File: src/tcc_map.svh
`ifndef TCC_MAP_SVH
`define TCC_MAP_SVH

// register byte offsets
`define TCC_OFF_CTRL 8'h00
`define TCC_OFF_CMP 8'h04
`define TCC_OFF_CAP 8'h08
`define TCC_OFF_STAT 8'h0C

// reset values
`define TCC_CTRL_RST 9'h000
`define TCC_CMP_RST 16'hFFFF
`define TCC_CAP_RST 16'hFFFF

// control field positions
`define TCC_CTRL_W 9
`define TCC_CMP_HI_LANE 1

// status field positions
`define TCC_STAT_RUN_BIT 16

// source clock divider exponents (fc/2^n, fs/2^n)
`define TCC_DIV_W 11
`define TCC_DIV_SLOW 11
`define TCC_DIV_MID 7
`define TCC_DIV_FAST 3
`define TCC_FS_DIV 3

// pin filter, in fc cycles
`define TCC_FILT_REJECT_CYC 4
`define TCC_FILT_ACCEPT_CYC (`TCC_FILT_REJECT_CYC + 1)

// bus responses
`define TCC_RESP_OKAY 2'b00
`define TCC_RESP_SLVERR 2'b10

`endif

File: src/tcc_pkg.sv
`default_nettype none
package tcc_pkg;

  typedef enum logic [1:0] {
    TCC_MODE_BASIC  = 2'h0,
    TCC_MODE_WINDOW = 2'h1,
    TCC_MODE_PULSE  = 2'h2,
    TCC_MODE_PPG    = 2'h3
  } tcc_mode_t;

  typedef enum logic [1:0] {
    TCC_RUN_STOP = 2'h0,
    TCC_RUN_SW   = 2'h1,
    TCC_RUN_RISE = 2'h2,
    TCC_RUN_FALL = 2'h3
  } tcc_run_t;

  typedef struct packed {
    logic      trigger_stop_sel;
    logic      capture_edge_count_sel;
    logic      auto_capture_en;
    tcc_run_t  run_edge_sel;
    logic [1:0] source_clock_sel;
    tcc_mode_t operating_mode_sel;
  } tcc_ctrl_t;

endpackage
`default_nettype wire

File: src/tcc_timer_counter.sv
`timescale 1ns/100ps
`default_nettype none
`include "tcc_map.svh"

// Operation
// - four modes chosen by the operating mode field in the control register
// - timer mode counts source clock; match raises interrupt, clears, keeps counting
// - auto capture copies counter into capture register every source clock edge
// - clock codes select fc/2^11 (fs/2^3 in slow mode or with tap select), fc/2^7, fc/2^3; slow mode blocks 01 and 10, 11 still counts pin edges
// - external trigger timer starts on chosen pin edge, counts source clock
// - stop select 1: match clears, halts, interrupts; opposite edge clears, halts
// - stop select 0: match clears, halts, interrupts; other edges ignored while running
// - pin filter rejects pulses of 4/fc or less outside slow mode; driver holds 12/fc
// - event counter counts chosen pin edge; match interrupts and clears
// - event match is evaluated on the edge opposite the counting edge
// - window mode counts source clock gated by pin level of chosen polarity
// - pulse width mode starts on trigger edge; select picks single or double edge
// - single edge: opposite edge captures, interrupts, counter holds at 1
// - double edge: opposite and trigger edges capture, interrupt; trigger clears
// - new compare value takes effect at first source tick after upper byte write
// - stop power mode forces run field to stop and halts counter
// - auto capture only in timer, event counter and window modes
module tcc_timer_counter (
  // clock and reset
  input  wire logic        i_clk,
  input  wire logic        i_reset_n,
  // axi4-lite write address
  input  wire logic        i_s_axi_awvalid,
  output logic             o_s_axi_awready,
  input  wire logic [7:0]  i_s_axi_awaddr,
  input  wire logic [2:0]  i_s_axi_awprot,
  // axi4-lite write data
  input  wire logic        i_s_axi_wvalid,
  output logic             o_s_axi_wready,
  input  wire logic [31:0] i_s_axi_wdata,
  input  wire logic [3:0]  i_s_axi_wstrb,
  // axi4-lite write response
  output logic             o_s_axi_bvalid,
  input  wire logic        i_s_axi_bready,
  output logic [1:0]       o_s_axi_bresp,
  // axi4-lite read address
  input  wire logic        i_s_axi_arvalid,
  output logic             o_s_axi_arready,
  input  wire logic [7:0]  i_s_axi_araddr,
  input  wire logic [2:0]  i_s_axi_arprot,
  // axi4-lite read data
  output logic             o_s_axi_rvalid,
  input  wire logic        i_s_axi_rready,
  output logic [31:0]      o_s_axi_rdata,
  output logic [1:0]       o_s_axi_rresp,
  // system state
  input  wire logic        i_slow_mode,
  input  wire logic        i_stop_mode,
  input  wire logic        i_prescaler_tap_sel,
  input  wire logic        i_fs_tick,
  // pin and event
  input  wire logic        i_count_input_pin,
  output logic             o_timer_match_irq
);

  tcc_pkg::tcc_ctrl_t ctrl;
  logic [15:0] cmp_staged;
  logic [15:0] cmp_active;
  logic [15:0] cmp_armed;
  logic        cmp_pending;
  logic [15:0] capture_width_reg;
  logic [15:0] cnt;
  logic        running;
  logic [15:0] next_cnt;
  logic        next_running;
  logic        match_evt;
  logic        cap_evt;

  logic        aw_held;
  logic        w_held;
  logic [7:0]  awaddr_q;
  logic [31:0] wdata_q;
  logic [3:0]  wstrb_q;
  logic        wr_fire;
  logic [31:0] wr_ctrl;
  logic [31:0] wr_cmp;
  logic [31:0] wr_cap;

  logic        pin_s1;
  logic        pin_s2;
  logic        pin_filt;
  logic        pin_prev;
  logic [2:0]  filt_cnt;
  logic        pin_rise;
  logic        pin_fall;
  logic        trig_edge;
  logic        opp_edge;

  logic [`TCC_DIV_W-1:0] div;
  logic [2:0]  fs_div;
  logic        fs_tick8;
  logic        src_tick;

  logic        edge_run;
  logic        ext_clk;
  logic        is_timer;
  logic        is_ext;
  logic        is_event;
  logic        is_window;
  logic        is_pulse;
  logic        match;

  function automatic logic [31:0] merge(input logic [31:0] old, input logic [31:0] d,
                                        input logic [3:0] s);
    logic [31:0] r;
    r = old;
    for (int i = 0; i < 4; i++) begin
      if (s[i]) begin
        r[i*8 +: 8] = d[i*8 +: 8];
      end
    end
    return r;
  endfunction

  function automatic logic tap(input logic [`TCC_DIV_W-1:0] d, input int n);
    logic [`TCC_DIV_W-1:0] m;
    m = `TCC_DIV_W'((1 << n) - 1);
    return (d & m) == m;
  endfunction

  // axi4-lite write path
  assign o_s_axi_awready = !aw_held;
  assign o_s_axi_wready  = !w_held;
  assign wr_fire = aw_held && w_held && !o_s_axi_bvalid;
  assign wr_ctrl = merge({23'h0, ctrl}, wdata_q, wstrb_q);
  assign wr_cmp  = merge({16'h0, cmp_staged}, wdata_q, wstrb_q);
  assign wr_cap  = merge({16'h0, capture_width_reg}, wdata_q, wstrb_q);

  always_ff @(posedge i_clk or negedge i_reset_n) begin
    if (!i_reset_n) begin
      aw_held  <= 1'b0;
      w_held   <= 1'b0;
      awaddr_q <= 8'h00;
      wdata_q  <= 32'h0000_0000;
      wstrb_q  <= 4'h0;
    end else begin
      if (i_s_axi_awvalid && !aw_held) begin
        aw_held  <= 1'b1;
        awaddr_q <= i_s_axi_awaddr;
      end else if (wr_fire) begin
        aw_held <= 1'b0;
      end
      if (i_s_axi_wvalid && !w_held) begin
        w_held  <= 1'b1;
        wdata_q <= i_s_axi_wdata;
        wstrb_q <= i_s_axi_wstrb;
      end else if (wr_fire) begin
        w_held <= 1'b0;
      end
    end
  end

  always_ff @(posedge i_clk or negedge i_reset_n) begin
    if (!i_reset_n) begin
      o_s_axi_bvalid <= 1'b0;
      o_s_axi_bresp  <= `TCC_RESP_OKAY;
    end else if (wr_fire) begin
      o_s_axi_bvalid <= 1'b1;
      if (awaddr_q[7:2] <= `TCC_OFF_STAT >> 2) begin
        o_s_axi_bresp <= `TCC_RESP_OKAY;
      end else begin
        o_s_axi_bresp <= `TCC_RESP_SLVERR;
      end
    end else if (i_s_axi_bready) begin
      o_s_axi_bvalid <= 1'b0;
    end
  end

  // axi4-lite read path
  assign o_s_axi_arready = !o_s_axi_rvalid;

  always_ff @(posedge i_clk or negedge i_reset_n) begin
    if (!i_reset_n) begin
      o_s_axi_rvalid <= 1'b0;
      o_s_axi_rdata  <= 32'h0000_0000;
      o_s_axi_rresp  <= `TCC_RESP_OKAY;
    end else if (i_s_axi_arvalid && !o_s_axi_rvalid) begin
      o_s_axi_rvalid <= 1'b1;
      o_s_axi_rresp  <= `TCC_RESP_OKAY;
      unique case ({i_s_axi_araddr[7:2], 2'b00})
        `TCC_OFF_CTRL: o_s_axi_rdata <= {23'h0, ctrl};
        `TCC_OFF_CMP:  o_s_axi_rdata <= {16'h0, cmp_staged};
        `TCC_OFF_CAP:  o_s_axi_rdata <= {16'h0, capture_width_reg};
        `TCC_OFF_STAT: o_s_axi_rdata <= {15'h0, running, cnt};
        default: begin
          o_s_axi_rdata <= 32'h0000_0000;
          o_s_axi_rresp <= `TCC_RESP_SLVERR;
        end
      endcase
    end else if (i_s_axi_rready) begin
      o_s_axi_rvalid <= 1'b0;
    end
  end

  // control register; stop power mode overrides the run field
  always_ff @(posedge i_clk or negedge i_reset_n) begin
    if (!i_reset_n) begin
      ctrl <= `TCC_CTRL_RST;
    end else begin
      if (wr_fire && awaddr_q == `TCC_OFF_CTRL) begin
        ctrl <= wr_ctrl[`TCC_CTRL_W-1:0];
      end
      if (i_stop_mode) begin
        ctrl.run_edge_sel <= tcc_pkg::TCC_RUN_STOP;
      end
    end
  end

  // compare: staged value goes live on the first source tick after an upper-byte write
  always_ff @(posedge i_clk or negedge i_reset_n) begin
    if (!i_reset_n) begin
      cmp_staged  <= `TCC_CMP_RST;
      cmp_armed   <= `TCC_CMP_RST;
      cmp_active  <= `TCC_CMP_RST;
      cmp_pending <= 1'b0;
    end else begin
      if (src_tick && cmp_pending) begin
        cmp_active  <= cmp_armed;
        cmp_pending <= 1'b0;
      end
      // a low-byte-only write stays staged until a later upper-byte write carries it to the live value
      if (wr_fire && awaddr_q == `TCC_OFF_CMP) begin
        cmp_staged <= wr_cmp[15:0];
        if (wstrb_q[`TCC_CMP_HI_LANE]) begin
          cmp_armed   <= wr_cmp[15:0];
          cmp_pending <= 1'b1;
        end
      end
    end
  end

  // pin synchroniser and noise filter
  always_ff @(posedge i_clk or negedge i_reset_n) begin
    if (!i_reset_n) begin
      pin_s1   <= 1'b0;
      pin_s2   <= 1'b0;
      pin_filt <= 1'b0;
      pin_prev <= 1'b0;
      filt_cnt <= 3'h0;
    end else begin
      pin_s1   <= i_count_input_pin;
      pin_s2   <= pin_s1;
      pin_prev <= pin_filt;
      if (pin_s2 == pin_filt) begin
        filt_cnt <= 3'h0;
      end else if (i_slow_mode || filt_cnt == 3'(`TCC_FILT_ACCEPT_CYC - 1)) begin
        pin_filt <= pin_s2;
        filt_cnt <= 3'h0;
      end else begin
        filt_cnt <= filt_cnt + 3'h1;
      end
    end
  end

  assign pin_rise  = pin_filt && !pin_prev;
  assign pin_fall  = !pin_filt && pin_prev;
  assign trig_edge = (ctrl.run_edge_sel == tcc_pkg::TCC_RUN_RISE) ? pin_rise : pin_fall;
  assign opp_edge  = (ctrl.run_edge_sel == tcc_pkg::TCC_RUN_RISE) ? pin_fall : pin_rise;

  // prescaler
  always_ff @(posedge i_clk or negedge i_reset_n) begin
    if (!i_reset_n) begin
      div    <= '0;
      fs_div <= 3'h0;
    end else begin
      div <= div + `TCC_DIV_W'(1);
      if (i_fs_tick) begin
        fs_div <= fs_div + 3'h1;
      end
    end
  end

  assign fs_tick8 = i_fs_tick && (fs_div == 3'((1 << `TCC_FS_DIV) - 1));

  always_comb begin
    unique case (ctrl.source_clock_sel)
      2'h0: src_tick = (i_slow_mode || i_prescaler_tap_sel) ? fs_tick8
                                                            : tap(div, `TCC_DIV_SLOW);
      2'h1: src_tick = !i_slow_mode && tap(div, `TCC_DIV_MID);
      2'h2: src_tick = !i_slow_mode && tap(div, `TCC_DIV_FAST);
      2'h3: src_tick = trig_edge;
    endcase
  end

  // mode decode
  assign edge_run  = ctrl.run_edge_sel == tcc_pkg::TCC_RUN_RISE ||
                     ctrl.run_edge_sel == tcc_pkg::TCC_RUN_FALL;
  assign ext_clk   = ctrl.source_clock_sel == 2'h3;
  assign is_timer  = ctrl.operating_mode_sel == tcc_pkg::TCC_MODE_BASIC &&
                     ctrl.run_edge_sel == tcc_pkg::TCC_RUN_SW && !ext_clk;
  assign is_ext    = ctrl.operating_mode_sel == tcc_pkg::TCC_MODE_BASIC && edge_run && !ext_clk;
  assign is_event  = ctrl.operating_mode_sel == tcc_pkg::TCC_MODE_BASIC && edge_run && ext_clk;
  assign is_window = ctrl.operating_mode_sel == tcc_pkg::TCC_MODE_WINDOW && edge_run && !ext_clk;
  assign is_pulse  = ctrl.operating_mode_sel == tcc_pkg::TCC_MODE_PULSE && edge_run && !ext_clk;
  assign match     = cnt == cmp_active;

  // counter next state and events
  always_comb begin
    next_cnt     = cnt;
    next_running = running;
    match_evt    = 1'b0;
    cap_evt      = 1'b0;
    if (ctrl.run_edge_sel == tcc_pkg::TCC_RUN_STOP) begin
      next_cnt     = 16'h0000;
      next_running = 1'b0;
    end else if (is_timer) begin
      next_running = 1'b1;
      if (src_tick) begin
        match_evt = match;
        next_cnt  = match ? 16'h0000 : cnt + 16'h0001;
      end
    end else if (is_ext) begin
      if (!running) begin
        next_running = trig_edge;
      end else if (src_tick && match) begin
        match_evt    = 1'b1;
        next_cnt     = 16'h0000;
        next_running = 1'b0;
      end else if (opp_edge && ctrl.trigger_stop_sel) begin
        next_cnt     = 16'h0000;
        next_running = 1'b0;
      end else if (src_tick) begin
        next_cnt = cnt + 16'h0001;
      end
    end else if (is_event) begin
      next_running = 1'b1;
      if (trig_edge) begin
        next_cnt = cnt + 16'h0001;
      end else if (opp_edge && match) begin
        match_evt = 1'b1;
        next_cnt  = 16'h0000;
      end
    end else if (is_window) begin
      next_running = 1'b1;
      if (src_tick && pin_filt == (ctrl.run_edge_sel == tcc_pkg::TCC_RUN_RISE)) begin
        match_evt = match;
        next_cnt  = match ? 16'h0000 : cnt + 16'h0001;
      end
    end else if (is_pulse) begin
      if (!running) begin
        next_running = trig_edge;
      end else if (opp_edge) begin
        cap_evt   = 1'b1;
        match_evt = 1'b1;
        if (ctrl.capture_edge_count_sel) begin
          next_cnt     = 16'h0001;
          next_running = 1'b0;
        end else if (src_tick) begin
          next_cnt = cnt + 16'h0001;
        end
      end else if (trig_edge && !ctrl.capture_edge_count_sel) begin
        cap_evt   = 1'b1;
        match_evt = 1'b1;
        next_cnt  = 16'h0000;
      end else if (src_tick) begin
        next_cnt = cnt + 16'h0001;
      end
    end
  end

  always_ff @(posedge i_clk or negedge i_reset_n) begin
    if (!i_reset_n) begin
      cnt     <= 16'h0000;
      running <= 1'b0;
    end else begin
      cnt     <= next_cnt;
      running <= next_running;
    end
  end

  always_ff @(posedge i_clk or negedge i_reset_n) begin
    if (!i_reset_n) begin
      o_timer_match_irq <= 1'b0;
    end else begin
      o_timer_match_irq <= match_evt;
    end
  end

  // capture register; bus writes land only in generator mode
  always_ff @(posedge i_clk or negedge i_reset_n) begin
    if (!i_reset_n) begin
      capture_width_reg <= `TCC_CAP_RST;
    end else if (cap_evt) begin
      capture_width_reg <= cnt;
    end else if (ctrl.auto_capture_en && src_tick && (is_timer || is_event || is_window)) begin
      capture_width_reg <= cnt;
    end else if (wr_fire && awaddr_q == `TCC_OFF_CAP &&
                 ctrl.operating_mode_sel == tcc_pkg::TCC_MODE_PPG) begin
      capture_width_reg <= wr_cap[15:0];
    end
  end

endmodule
`default_nettype wire

File: config.mk
export PLATFORM = sky130hd
export DESIGN_NAME = tcc_timer_counter
export DESIGN_NICKNAME = d
export VERILOG_FILES = /design/src/tcc_pkg.sv /design/src/tcc_timer_counter.sv
export VERILOG_INCLUDE_DIRS = /design/src
export SDC_FILE = /design/constraint.sdc
export NUM_CORES = 1
export LEC_CHECK = 0
export BUFFER_PORTS_ARGS = -buffer_cell sky130_fd_sc_hd__buf_2
export CAP_MARGIN = 20
export CORE_MARGIN = 10
export CORE_UTILIZATION = 55
export CTS_CLUSTER_DIAMETER = 30
export DETAILED_ROUTE_END_ITERATION = 12
export GPL_TIMING_DRIVEN = 0
export MAX_ROUTING_LAYER = met4
export PLACE_DENSITY = 0.74
export SLEW_MARGIN = 20
export SYNTH_ARGS = -nofsm -noshare
export SYNTH_HDL_FRONTEND = slang
export SYNTH_SLANG_ARGS = --single-unit
File: constraint.sdc
create_clock -name i_clk -period 3.3 [get_ports i_clk]
set_clock_uncertainty 0.2 [all_clocks]
set_input_delay 0.99 -clock i_clk [delete_from_list [all_inputs] [get_ports i_clk]]
set_output_delay 0.99 -clock i_clk [all_outputs]
set_load 0.03 [all_outputs]
==> results of run 1 <==
==> per-stage QoR <==
step / setup WS, ns / utilization / TNS (ns) / total power, uW
after global routing: -0.00393 / 0.647 / -0.00393 / 6130
final: 0.0775 / 0.647 / 0 / 5850
after floorplan: 0.280 / - / 0 / 3410
after CTS: 0.0287 / 0.644 / 0 / 5860
after detailed placement: -0.295 / 0.604 / -5.92 / 3820
after global placement: -1.42 / 0.601 / -173.10 / 3780
==> power by group <==
group / leakage [uW] / switching [uW] / internal, uW
clock network: 0.000294 / 887 / 1140
logic: 0.00231 / 714 / 518
registers: 0.00192 / 264 / 2330
==> cell type report <==
| type | instances | share of cell area |
|---|---|---|
| clock inverters | 14 | 0.0174 |
| inverters | 14 | 0.00534 |
| repair buffers | 70 | 0.0397 |
| flip-flops and latches | 162 | 0.420 |
| multi-input cells | 580 | 0.416 |
| clock buffers | 18 | 0.0436 |
| well taps | 188 | 0.0239 |
| plain buffers | 64 | 0.0340 |
==> path summary, 6_finish.rpt <==
path	depth (start not counted)	end	slack (ns)
max in group asynchronous	2	cmp_staged[0]	1.73
max reg2reg	10	cnt[12]	0.08
min reg2reg	0	pin_s2	0.16
min in group asynchronous	1	fs_div[0]	0.32
min	0	pin_s2	0.16
max	10	cnt[12]	0.08
==> synthesized netlist by cell type (3+ instances only) <==
cell / number / area (um2)
sky130_fd_sc_hd__and2_1: 6 / 37.5
sky130_fd_sc_hd__dfrtp_1: 98 / 2450
sky130_fd_sc_hd__o21ai_1: 6 / 30.0
sky130_fd_sc_hd__clkbuf_1: 44 / 165
sky130_fd_sc_hd__a21o_1: 15 / 113
sky130_fd_sc_hd__mux2_2: 68 / 766
sky130_fd_sc_hd__mux4_2: 9 / 203
sky130_fd_sc_hd__mux2i_1: 15 / 150
sky130_fd_sc_hd__a31oi_1: 5 / 31.3
sky130_fd_sc_hd__nand3_1: 17 / 85.1
sky130_fd_sc_hd__ha_1: 10 / 125
sky130_fd_sc_hd__o211ai_1: 11 / 82.6
sky130_fd_sc_hd__inv_1: 14 / 52.6
sky130_fd_sc_hd__a21oi_1: 31 / 155
sky130_fd_sc_hd__nor3_1: 13 / 65.1
sky130_fd_sc_hd__o21ai_0: 44 / 220
sky130_fd_sc_hd__nor2b_1: 7 / 43.8
sky130_fd_sc_hd__o311ai_0: 4 / 35.0
sky130_fd_sc_hd__xor2_1: 22 / 193
sky130_fd_sc_hd__nand4_1: 7 / 43.8
sky130_fd_sc_hd__xnor2_1: 12 / 105
sky130_fd_sc_hd__buf_2: 7 / 35.0
sky130_fd_sc_hd__a22oi_1: 7 / 52.6
sky130_fd_sc_hd__nand2_1: 107 / 402
sky130_fd_sc_hd__buf_4: 17 / 128
sky130_fd_sc_hd__nand3b_1: 5 / 37.5
sky130_fd_sc_hd__nor2_1: 45 / 169
sky130_fd_sc_hd__o41ai_1: 3 / 26.3
sky130_fd_sc_hd__nand2b_1: 4 / 25.0
sky130_fd_sc_hd__dfstp_2: 64 / 1680
sky130_fd_sc_hd__and3_1: 8 / 50.1
sky130_fd_sc_hd__a221oi_1: 3 / 26.3
sky130_fd_sc_hd__nor4_1: 8 / 50.1
sky130_fd_sc_hd__o31ai_1: 4 / 30.0
sky130_fd_sc_hd__a22o_1: 22 / 193
==> layer usage <==
metal  track usage  vias up
met1         0.288     3315
met4        0.0734        0
met3        0.0476       38
li1              -     3072
met2         0.343      288
met5             -        -
==> logic make-up (layout without fill, tap and decap cells) <==
| kind of cell | after synthesis | after routing |
|---|---|---|
| AND/OR/NAND/NOR | 245 | 245 |
| AO/OA/AOI/OAI | 181 | 181 |
| flip-flops | 162 | 162 |
| multiplexers | 93 | 93 |
| buffers and inverters | 84 | 180 |
| XOR/XNOR | 34 | 34 |
| adder cells (fa/ha/maj) | 10 | 10 |
| other | 1 | 17 |
==> cell usage in the layout, fill, tap and decap left out, types with 11 or more instances in the layout <==
| cell type | instances |
|---|---|
| sky130_fd_sc_hd__dfrtp_1 | 98 |
| sky130_fd_sc_hd__a21oi_1 | 31 |
| sky130_fd_sc_hd__o211ai_1 | 11 |
| sky130_fd_sc_hd__buf_2 | 74 |
| sky130_fd_sc_hd__buf_4 | 20 |
| sky130_fd_sc_hd__xnor2_1 | 12 |
| sky130_fd_sc_hd__a22o_1 | 22 |
| sky130_fd_sc_hd__xor2_1 | 22 |
| sky130_fd_sc_hd__mux2i_1 | 15 |
| sky130_fd_sc_hd__inv_1 | 14 |
| sky130_fd_sc_hd__o21ai_0 | 44 |
| sky130_fd_sc_hd__conb_1 | 17 |
| sky130_fd_sc_hd__a21o_1 | 15 |
| sky130_fd_sc_hd__nor2_1 | 43 |
| sky130_fd_sc_hd__nand3_1 | 17 |
| sky130_fd_sc_hd__clkbuf_1 | 34 |
| sky130_fd_sc_hd__clkbuf_16 | 17 |
| sky130_fd_sc_hd__dfstp_2 | 64 |
| sky130_fd_sc_hd__mux2_2 | 68 |
| sky130_fd_sc_hd__nand2_1 | 105 |
==> timing repair <==
action / 4_1_cts / 5_1_grt
pin swaps: 2 / 3
resized for setup: 6 / 13
setup endpoints to repair: 25 / 36
setup buffers: 0 / 3
==> run_summary.xml, run 1 <==
<?xml version="1.0" encoding="UTF-8"?>
<metrics>
  <group name="run_status">
    <metric name="status" unit="">finished clean</metric>
  </group>
  <group name="cts">
    <metric name="clock_tree.htree_level_count" unit="">4</metric>
    <metric name="cts.reportedPaths.clkPinSlew" unit="ns">0.07</metric>
    <metric name="sink_count_of_the_clock_tree" unit="">162</metric>
    <metric name="cts_buffers" unit="">17</metric>
    <metric name="clockBufferDepth" unit="">2</metric>
    <metric name="clock_latency" unit="ns">0.43</metric>
    <metric name="ctsHoldBuffers" unit="">0</metric>
    <metric name="clk_root_buffer_cell" unit="">sky130_fd_sc_hd__clkbuf_16</metric>
    <metric name="cts_tree" unit="">yes</metric>
  </group>
  <group name="drt">
    <metric name="postRouteAntennaNets" unit="">0</metric>
    <metric name="dr_wl_met3" unit="um">1700</metric>
    <metric name="top_layer_used" unit="">met4</metric>
    <metric name="drt_drc_violations_left" unit="">0</metric>
    <metric name="drt_first_iter_violations" unit="">746</metric>
    <metric name="post_drt_wl_per_cell" unit="um">19.7</metric>
    <metric name="drt_wl_total" unit="um">21900</metric>
    <metric name="routed-wl-met2" unit="um">10600</metric>
    <metric name="route.vias.total" unit="">6713</metric>
    <metric name="routed_via_density" unit="">6.05</metric>
    <metric name="met1_wire_length" unit="um">9220</metric>
    <metric name="drt-pass1-iter-count" unit="">5</metric>
  </group>
  <group name="logic_synthesis">
    <metric name="ffs_latches_synth" unit="">162</metric>
    <metric name="synth.distinct_cells" unit="">71</metric>
    <metric name="synth_warnings" unit="">0</metric>
    <metric name="synth_xor_area_frac" unit="">0.0350</metric>
    <metric name="ys_async_sr_fraction" unit="">1.00</metric>
    <metric name="yosys_most_used_dff" unit="">sky130_fd_sc_hd__dfrtp_1</metric>
    <metric name="post_synth_mux_area_share" unit="">0.134</metric>
    <metric name="seq_area_frac_synth" unit="">0.485</metric>
    <metric name="edff_count_synth" unit="">0</metric>
    <metric name="syn_area_per_cell" unit="um2">10.5</metric>
    <metric name="largest_family_of_logic_cells_by_synthesized_area" unit="">compound AO/OA/AOI/OAI gates</metric>
    <metric name="synth_simple_gate_area_share" unit="">0.139</metric>
    <metric name="synth-adder-area-share" unit="">0.0147</metric>
    <metric name="post_syn_area" unit="um2">8520</metric>
    <metric name="synthesized_area_fraction_occupied_by_ao_oa_aoi_and_oai_cells" unit="">0.145</metric>
    <metric name="syn_inst_count" unit="">810</metric>
  </group>
  <group name="timing">
    <metric name="finalHoldViolations" unit="">0</metric>
    <metric name="worst-slew-pin-transition" unit="ns">0.854</metric>
    <metric name="peak_freq" unit="GHz">0.310</metric>
    <metric name="slew_headroom" unit="">0.431</metric>
    <metric name="slew_viol_final" unit="">0</metric>
    <metric name="setup_viol" unit="">0</metric>
    <metric name="final.min_clock_period" unit="ns">3.22</metric>
    <metric name="fin_crit_sh" unit="">0.977</metric>
    <metric name="hold_ws" unit="ns">0.163</metric>
  </group>
  <group name="finish">
    <metric name="insertedDiodeCount" unit="">0</metric>
    <metric name="cell_area_after_layout" unit="um2">9840</metric>
    <metric name="finish.cell_count_without_fillers" unit="">1110</metric>
    <metric name="nets" unit="">989</metric>
    <metric name="sequential_standard_cell_area" unit="um2">4130</metric>
    <metric name="max_flop_register" unit="">o_s_axi_rdata</metric>
    <metric name="multi_input_gate_area_in_the_final_layout" unit="um2">4090</metric>
    <metric name="synthToLayoutAreaGrowth" unit="%">15.5</metric>
    <metric name="drive_above_1_share" unit="">0.318</metric>
    <metric name="fillCellCount" unit="">1240</metric>
    <metric name="largest_register_ffs" unit="">17</metric>
  </group>
  <group name="worst_setup_path">
    <metric name="timing_worst_setup_path_type" unit="">flip-flop to flip-flop</metric>
    <metric name="critical_path.startpoint" unit="">cnt[1]</metric>
    <metric name="critPathRequiredTime" unit="ns">3.43</metric>
    <metric name="critPathSlowestCell" unit="">sky130_fd_sc_hd__dfrtp_1</metric>
    <metric name="rr_startpoint" unit="">cnt[1]</metric>
    <metric name="crit_chain" unit="">xor2_1 -&gt; nor4_1 -&gt; and4_1 -&gt; buf_2 -&gt; nand2_1 -&gt; a211o_1 -&gt; nor4_4 -&gt; buf_4 -&gt; nand2b_2 -&gt; o311ai_1</metric>
    <metric name="worstPathBufferInverterCount" unit="">2</metric>
    <metric name="critical_path.top_delay_family" unit="">simple AND/OR/NAND/NOR gates</metric>
    <metric name="start_kind" unit="">flip-flop</metric>
    <metric name="endpoint_type_of_the_worst_setup_path" unit="">flip-flop</metric>
    <metric name="crit_arrival" unit="ns">3.35</metric>
    <metric name="top_fanout_value_on_the_critical_path" unit="">9</metric>
    <metric name="slowest_delay" unit="ns">0.53</metric>
  </group>
  <group name="place">
    <metric name="place.gp.congestion" unit="">0.933</metric>
    <metric name="numPlacedInstances" unit="">1081</metric>
    <metric name="dp_hpwl" unit="um">15200</metric>
    <metric name="place_area" unit="um2">9180</metric>
    <metric name="io_buffers" unit="">66</metric>
  </group>
  <group name="power">
    <metric name="power_density" unit="nW/um2">595</metric>
    <metric name="vdd_ir_drop_max" unit="mV">0.474</metric>
    <metric name="power_leakage" unit="uW">0.00452</metric>
  </group>
  <group name="flow_run">
    <metric name="max_cap_violations" unit="">0</metric>
  </group>
  <group name="hold_path">
    <metric name="worst_hold_path_type" unit="">flip-flop to flip-flop</metric>
    <metric name="holdCritStartpoint" unit="">pin_s1</metric>
  </group>
  <group name="floorplanning">
    <metric name="core_footprint" unit="um2">15200</metric>
    <metric name="placement_rows" unit="">45</metric>
    <metric name="start_util" unit="">0.560</metric>
    <metric name="floorplan.io_pins" unit="">112</metric>
    <metric name="dieWidth" unit="um">144</metric>
    <metric name="design.die.area" unit="um2">20900</metric>
    <metric name="chipHeight" unit="um">144</metric>
  </group>
  <group name="global_routing">
    <metric name="overflow" unit="">0</metric>
    <metric name="grt_start_max_net_pins" unit="">85</metric>
    <metric name="grt_pass1_vias" unit="">6562</metric>
    <metric name="groute.usage.overall" unit="">0.222</metric>
    <metric name="grt_antenna_before_repair" unit="">0</metric>
    <metric name="grt_pass1_wl" unit="um">35300</metric>
  </group>
</metrics>
Power figures use the tool's default switching activity.
==> inputs of run 2 (changes only) <==
Settings changed: CTS_CLUSTER_SIZE set to 20, PLACE_DENSITY 0.74 to unset, PLACE_DENSITY_LB_ADDON set to 0.05.
==> run 2 against run 1 <==
Flip-flop and latch count unchanged. Clock-buffer cell count is the same. Clock power is essentially flat. First-iteration DRC count is 21% lower.
==> run_summary.xml, run 2 (synthesis results as in run 1) <==
<?xml version="1.0" encoding="UTF-8"?>
<metrics>
  <group name="run_status">
    <metric name="status" unit="">finished clean</metric>
  </group>
  <group name="global_routing">
    <metric name="grt-busiest-layer" unit="">met2</metric>
    <metric name="grtUsageMet1" unit="">0.306</metric>
    <metric name="grt_start_max_net_pins" unit="">106</metric>
    <metric name="overflow" unit="">0</metric>
    <metric name="grt_use_met2" unit="">0.370</metric>
    <metric name="grt_pass1_vias" unit="">6883</metric>
    <metric name="groute.usage.overall" unit="">0.239</metric>
    <metric name="grt_antenna_before_repair" unit="">0</metric>
    <metric name="grt_util_met3" unit="">0.0456</metric>
    <metric name="grt_pass1_wl" unit="um">37700</metric>
  </group>
  <group name="place">
    <metric name="place_area" unit="um2">9180</metric>
    <metric name="io_buffers" unit="">66</metric>
    <metric name="numPlacedInstances" unit="">1081</metric>
    <metric name="dp_hpwl" unit="um">17300</metric>
    <metric name="place.gp.congestion" unit="">0.927</metric>
  </group>
  <group name="timing">
    <metric name="setup_viol" unit="">0</metric>
    <metric name="slew_headroom" unit="">0.425</metric>
    <metric name="totalNegativeSetupSlack" unit="ns">0</metric>
    <metric name="slew_viol_final" unit="">0</metric>
    <metric name="finalHoldViolations" unit="">0</metric>
    <metric name="worst-slew-pin-transition" unit="ns">0.857</metric>
    <metric name="fin_crit_sh" unit="">0.962</metric>
    <metric name="final.min_clock_period" unit="ns">3.17</metric>
    <metric name="peak_freq" unit="GHz">0.315</metric>
  </group>
  <group name="cts">
    <metric name="cts_buffers" unit="">17</metric>
    <metric name="cts_tree" unit="">yes</metric>
    <metric name="ctsHoldBuffers" unit="">0</metric>
    <metric name="clk_root_buffer_cell" unit="">sky130_fd_sc_hd__clkbuf_16</metric>
    <metric name="clock_latency" unit="ns">0.43</metric>
    <metric name="clockBufferDepth" unit="">2</metric>
    <metric name="sink_count_of_the_clock_tree" unit="">162</metric>
    <metric name="clock_tree.htree_level_count" unit="">4</metric>
    <metric name="cts.reportedPaths.clkPinSlew" unit="ns">0.07</metric>
  </group>
  <group name="drt">
    <metric name="drt-pass1-iter-count" unit="">5</metric>
    <metric name="drt_first_iter_violations" unit="">593</metric>
    <metric name="post_drt_wl_per_cell" unit="um">21.2</metric>
    <metric name="routed_via_density" unit="">6.09</metric>
    <metric name="postRouteAntennaNets" unit="">0</metric>
    <metric name="route.vias.total" unit="">6795</metric>
    <metric name="drt_wl_total" unit="um">23700</metric>
    <metric name="drt_drc_violations_left" unit="">0</metric>
  </group>
  <group name="worst_setup_path">
    <metric name="rr_endpoint" unit="">cnt[2]</metric>
    <metric name="worst-r2r-cell-count" unit="">8</metric>
    <metric name="rr_startpoint" unit="">cnt[4]</metric>
    <metric name="crit_arrival" unit="ns">3.27</metric>
    <metric name="worst-r2r-setup-slack" unit="ns">0.13</metric>
    <metric name="critPathCapture" unit="">cnt[2]</metric>
    <metric name="worst-path-stages" unit="">8</metric>
    <metric name="critical_path.startpoint" unit="">cnt[4]</metric>
    <metric name="critPathRequiredTime" unit="ns">3.40</metric>
    <metric name="crit_chain" unit="">xor2_1 -&gt; nor4_1 -&gt; and4_1 -&gt; buf_2 -&gt; nand2_1 -&gt; a211o_2 -&gt; or2_1 -&gt; o41ai_1</metric>
    <metric name="start_kind" unit="">flip-flop</metric>
    <metric name="endpoint_type_of_the_worst_setup_path" unit="">flip-flop</metric>
    <metric name="worstPathBufferInverterCount" unit="">1</metric>
    <metric name="top_fanout_value_on_the_critical_path" unit="">7</metric>
    <metric name="timing_worst_setup_path_type" unit="">flip-flop to flip-flop</metric>
    <metric name="critPathSlowestCell" unit="">sky130_fd_sc_hd__dfrtp_1</metric>
    <metric name="critical_path.top_delay_family" unit="">simple AND/OR/NAND/NOR gates</metric>
    <metric name="slowest_delay" unit="ns">0.51</metric>
  </group>
  <group name="floorplanning">
    <metric name="placement_rows" unit="">45</metric>
    <metric name="core_footprint" unit="um2">15200</metric>
    <metric name="floorplan.io_pins" unit="">112</metric>
    <metric name="design.die.area" unit="um2">20900</metric>
    <metric name="chipHeight" unit="um">144</metric>
    <metric name="dieWidth" unit="um">144</metric>
    <metric name="start_util" unit="">0.560</metric>
  </group>
  <group name="finish">
    <metric name="insertedDiodeCount" unit="">0</metric>
    <metric name="cell_area_after_layout" unit="um2">9880</metric>
    <metric name="finish.cell_count_without_fillers" unit="">1115</metric>
    <metric name="largest_register_ffs" unit="">17</metric>
    <metric name="max_flop_register" unit="">o_s_axi_rdata</metric>
    <metric name="synthToLayoutAreaGrowth" unit="%">16.0</metric>
    <metric name="sequential_standard_cell_area" unit="um2">4140</metric>
    <metric name="most-common-layout-cells" unit="">sky130_fd_sc_hd__nand2_1, sky130_fd_sc_hd__dfrtp_1, sky130_fd_sc_hd__buf_2</metric>
    <metric name="nets" unit="">994</metric>
    <metric name="drive_above_1_share" unit="">0.328</metric>
    <metric name="multi_input_gate_area_in_the_final_layout" unit="um2">4100</metric>
    <metric name="fillCellCount" unit="">1231</metric>
    <metric name="leading_cell_type_in_the_layout_fill_and_taps_excluded" unit="">sky130_fd_sc_hd__nand2_1</metric>
  </group>
  <group name="power">
    <metric name="power_density" unit="nW/um2">595</metric>
    <metric name="p_comb_frac" unit="">0.212</metric>
    <metric name="power_leakage" unit="uW">0.00453</metric>
    <metric name="net_switching_component_of_the_power" unit="uW">1880</metric>
    <metric name="vdd_ir_drop_max" unit="mV">0.749</metric>
    <metric name="power.internal" unit="uW">3990</metric>
    <metric name="pwr-share-clk" unit="">0.345</metric>
    <metric name="power.switching_fraction" unit="">0.321</metric>
    <metric name="power_frac_seq" unit="">0.443</metric>
  </group>
  <group name="hold_path">
    <metric name="worst_hold_path_type" unit="">flip-flop to flip-flop</metric>
  </group>
  <group name="flow_run">
    <metric name="max_cap_violations" unit="">0</metric>
  </group>
</metrics>
run 2: layer usage:
metal / part of all wire / vias up
met5: 0 / -
met4: 0.024 / 0
met3: 0.067 / 41
met2: 0.47 / 267
met1: 0.44 / 3387
li1: - / 3100
run 2: what timing repair did:
action	CTS	global route
setup endpoints to repair	39	38
pin swaps	2	4
setup buffers	0	8
gates resized for setup	11	15
run 2: layout make-up:
type | instances | area share
Clock inverter | 14 | 0.0170
Timing Repair Buffer | 75 | 0.0433
Sequential cell | 162 | 0.419
Buffer | 64 | 0.0341
Tap cell | 188 | 0.0238
Multi-Input combinational cell | 580 | 0.415
Inverter | 14 | 0.00532
Clock buffer | 18 | 0.0434
run 2: power groups by stage:
stage	clock network [uW]	registers, uW	logic, uW
3_5_place_dp	0	2630	1230
3_3_place_gp	0	2600	1190
4_1_cts	2060	2600	1240
5_1_grt	2140	2640	1380
2_1_floorplan	0	2550	853
6_report	2030	2600	1250
run 2: worst reg2reg max path, cell delays in order, from the launching register on:
cell and delay, ns:
sky130_fd_sc_hd__dfrtp_1 0.51, sky130_fd_sc_hd__xor2_1 0.22, sky130_fd_sc_hd__nor4_1 0.40, sky130_fd_sc_hd__and4_1 0.25, sky130_fd_sc_hd__buf_2 0.19, sky130_fd_sc_hd__nand2_1 0.08
sky130_fd_sc_hd__a211o_2 0.44, sky130_fd_sc_hd__or2_1 0.33, sky130_fd_sc_hd__o41ai_1 0.44
run 2: worst min-delay path by stage:
stage | depth (start not counted) | end | startpoint | slack (ns)
CTS | 0 | pin_s2 | pin_s1 | 0.15
finish | 0 | pin_s2 | pin_s1 | 0.14
global route | 0 | pin_s2 | pin_s1 | 0.15
global placement | 0 | pin_s2 | pin_s1 | 0.13
detailed placement | 0 | pin_s2 | pin_s1 | 0.14
floorplan | 0 | pin_s2 | pin_s1 | 0.13
run 2: per-stage QoR:
stage / power [uW] / hold slack [ns] / utilization / setup WS (ns)
global placement: 3790 / 0.133 / 0.601 / -1.25
global route: 6160 / 0.153 / 0.650 / -0.0189
CTS: 5890 / 0.147 / 0.644 / 0.00106
floorplan: 3410 / 0.131 / - / 0.280
finish: 5870 / 0.143 / 0.650 / 0.126
detailed placement: 3850 / 0.137 / 0.604 / -0.501
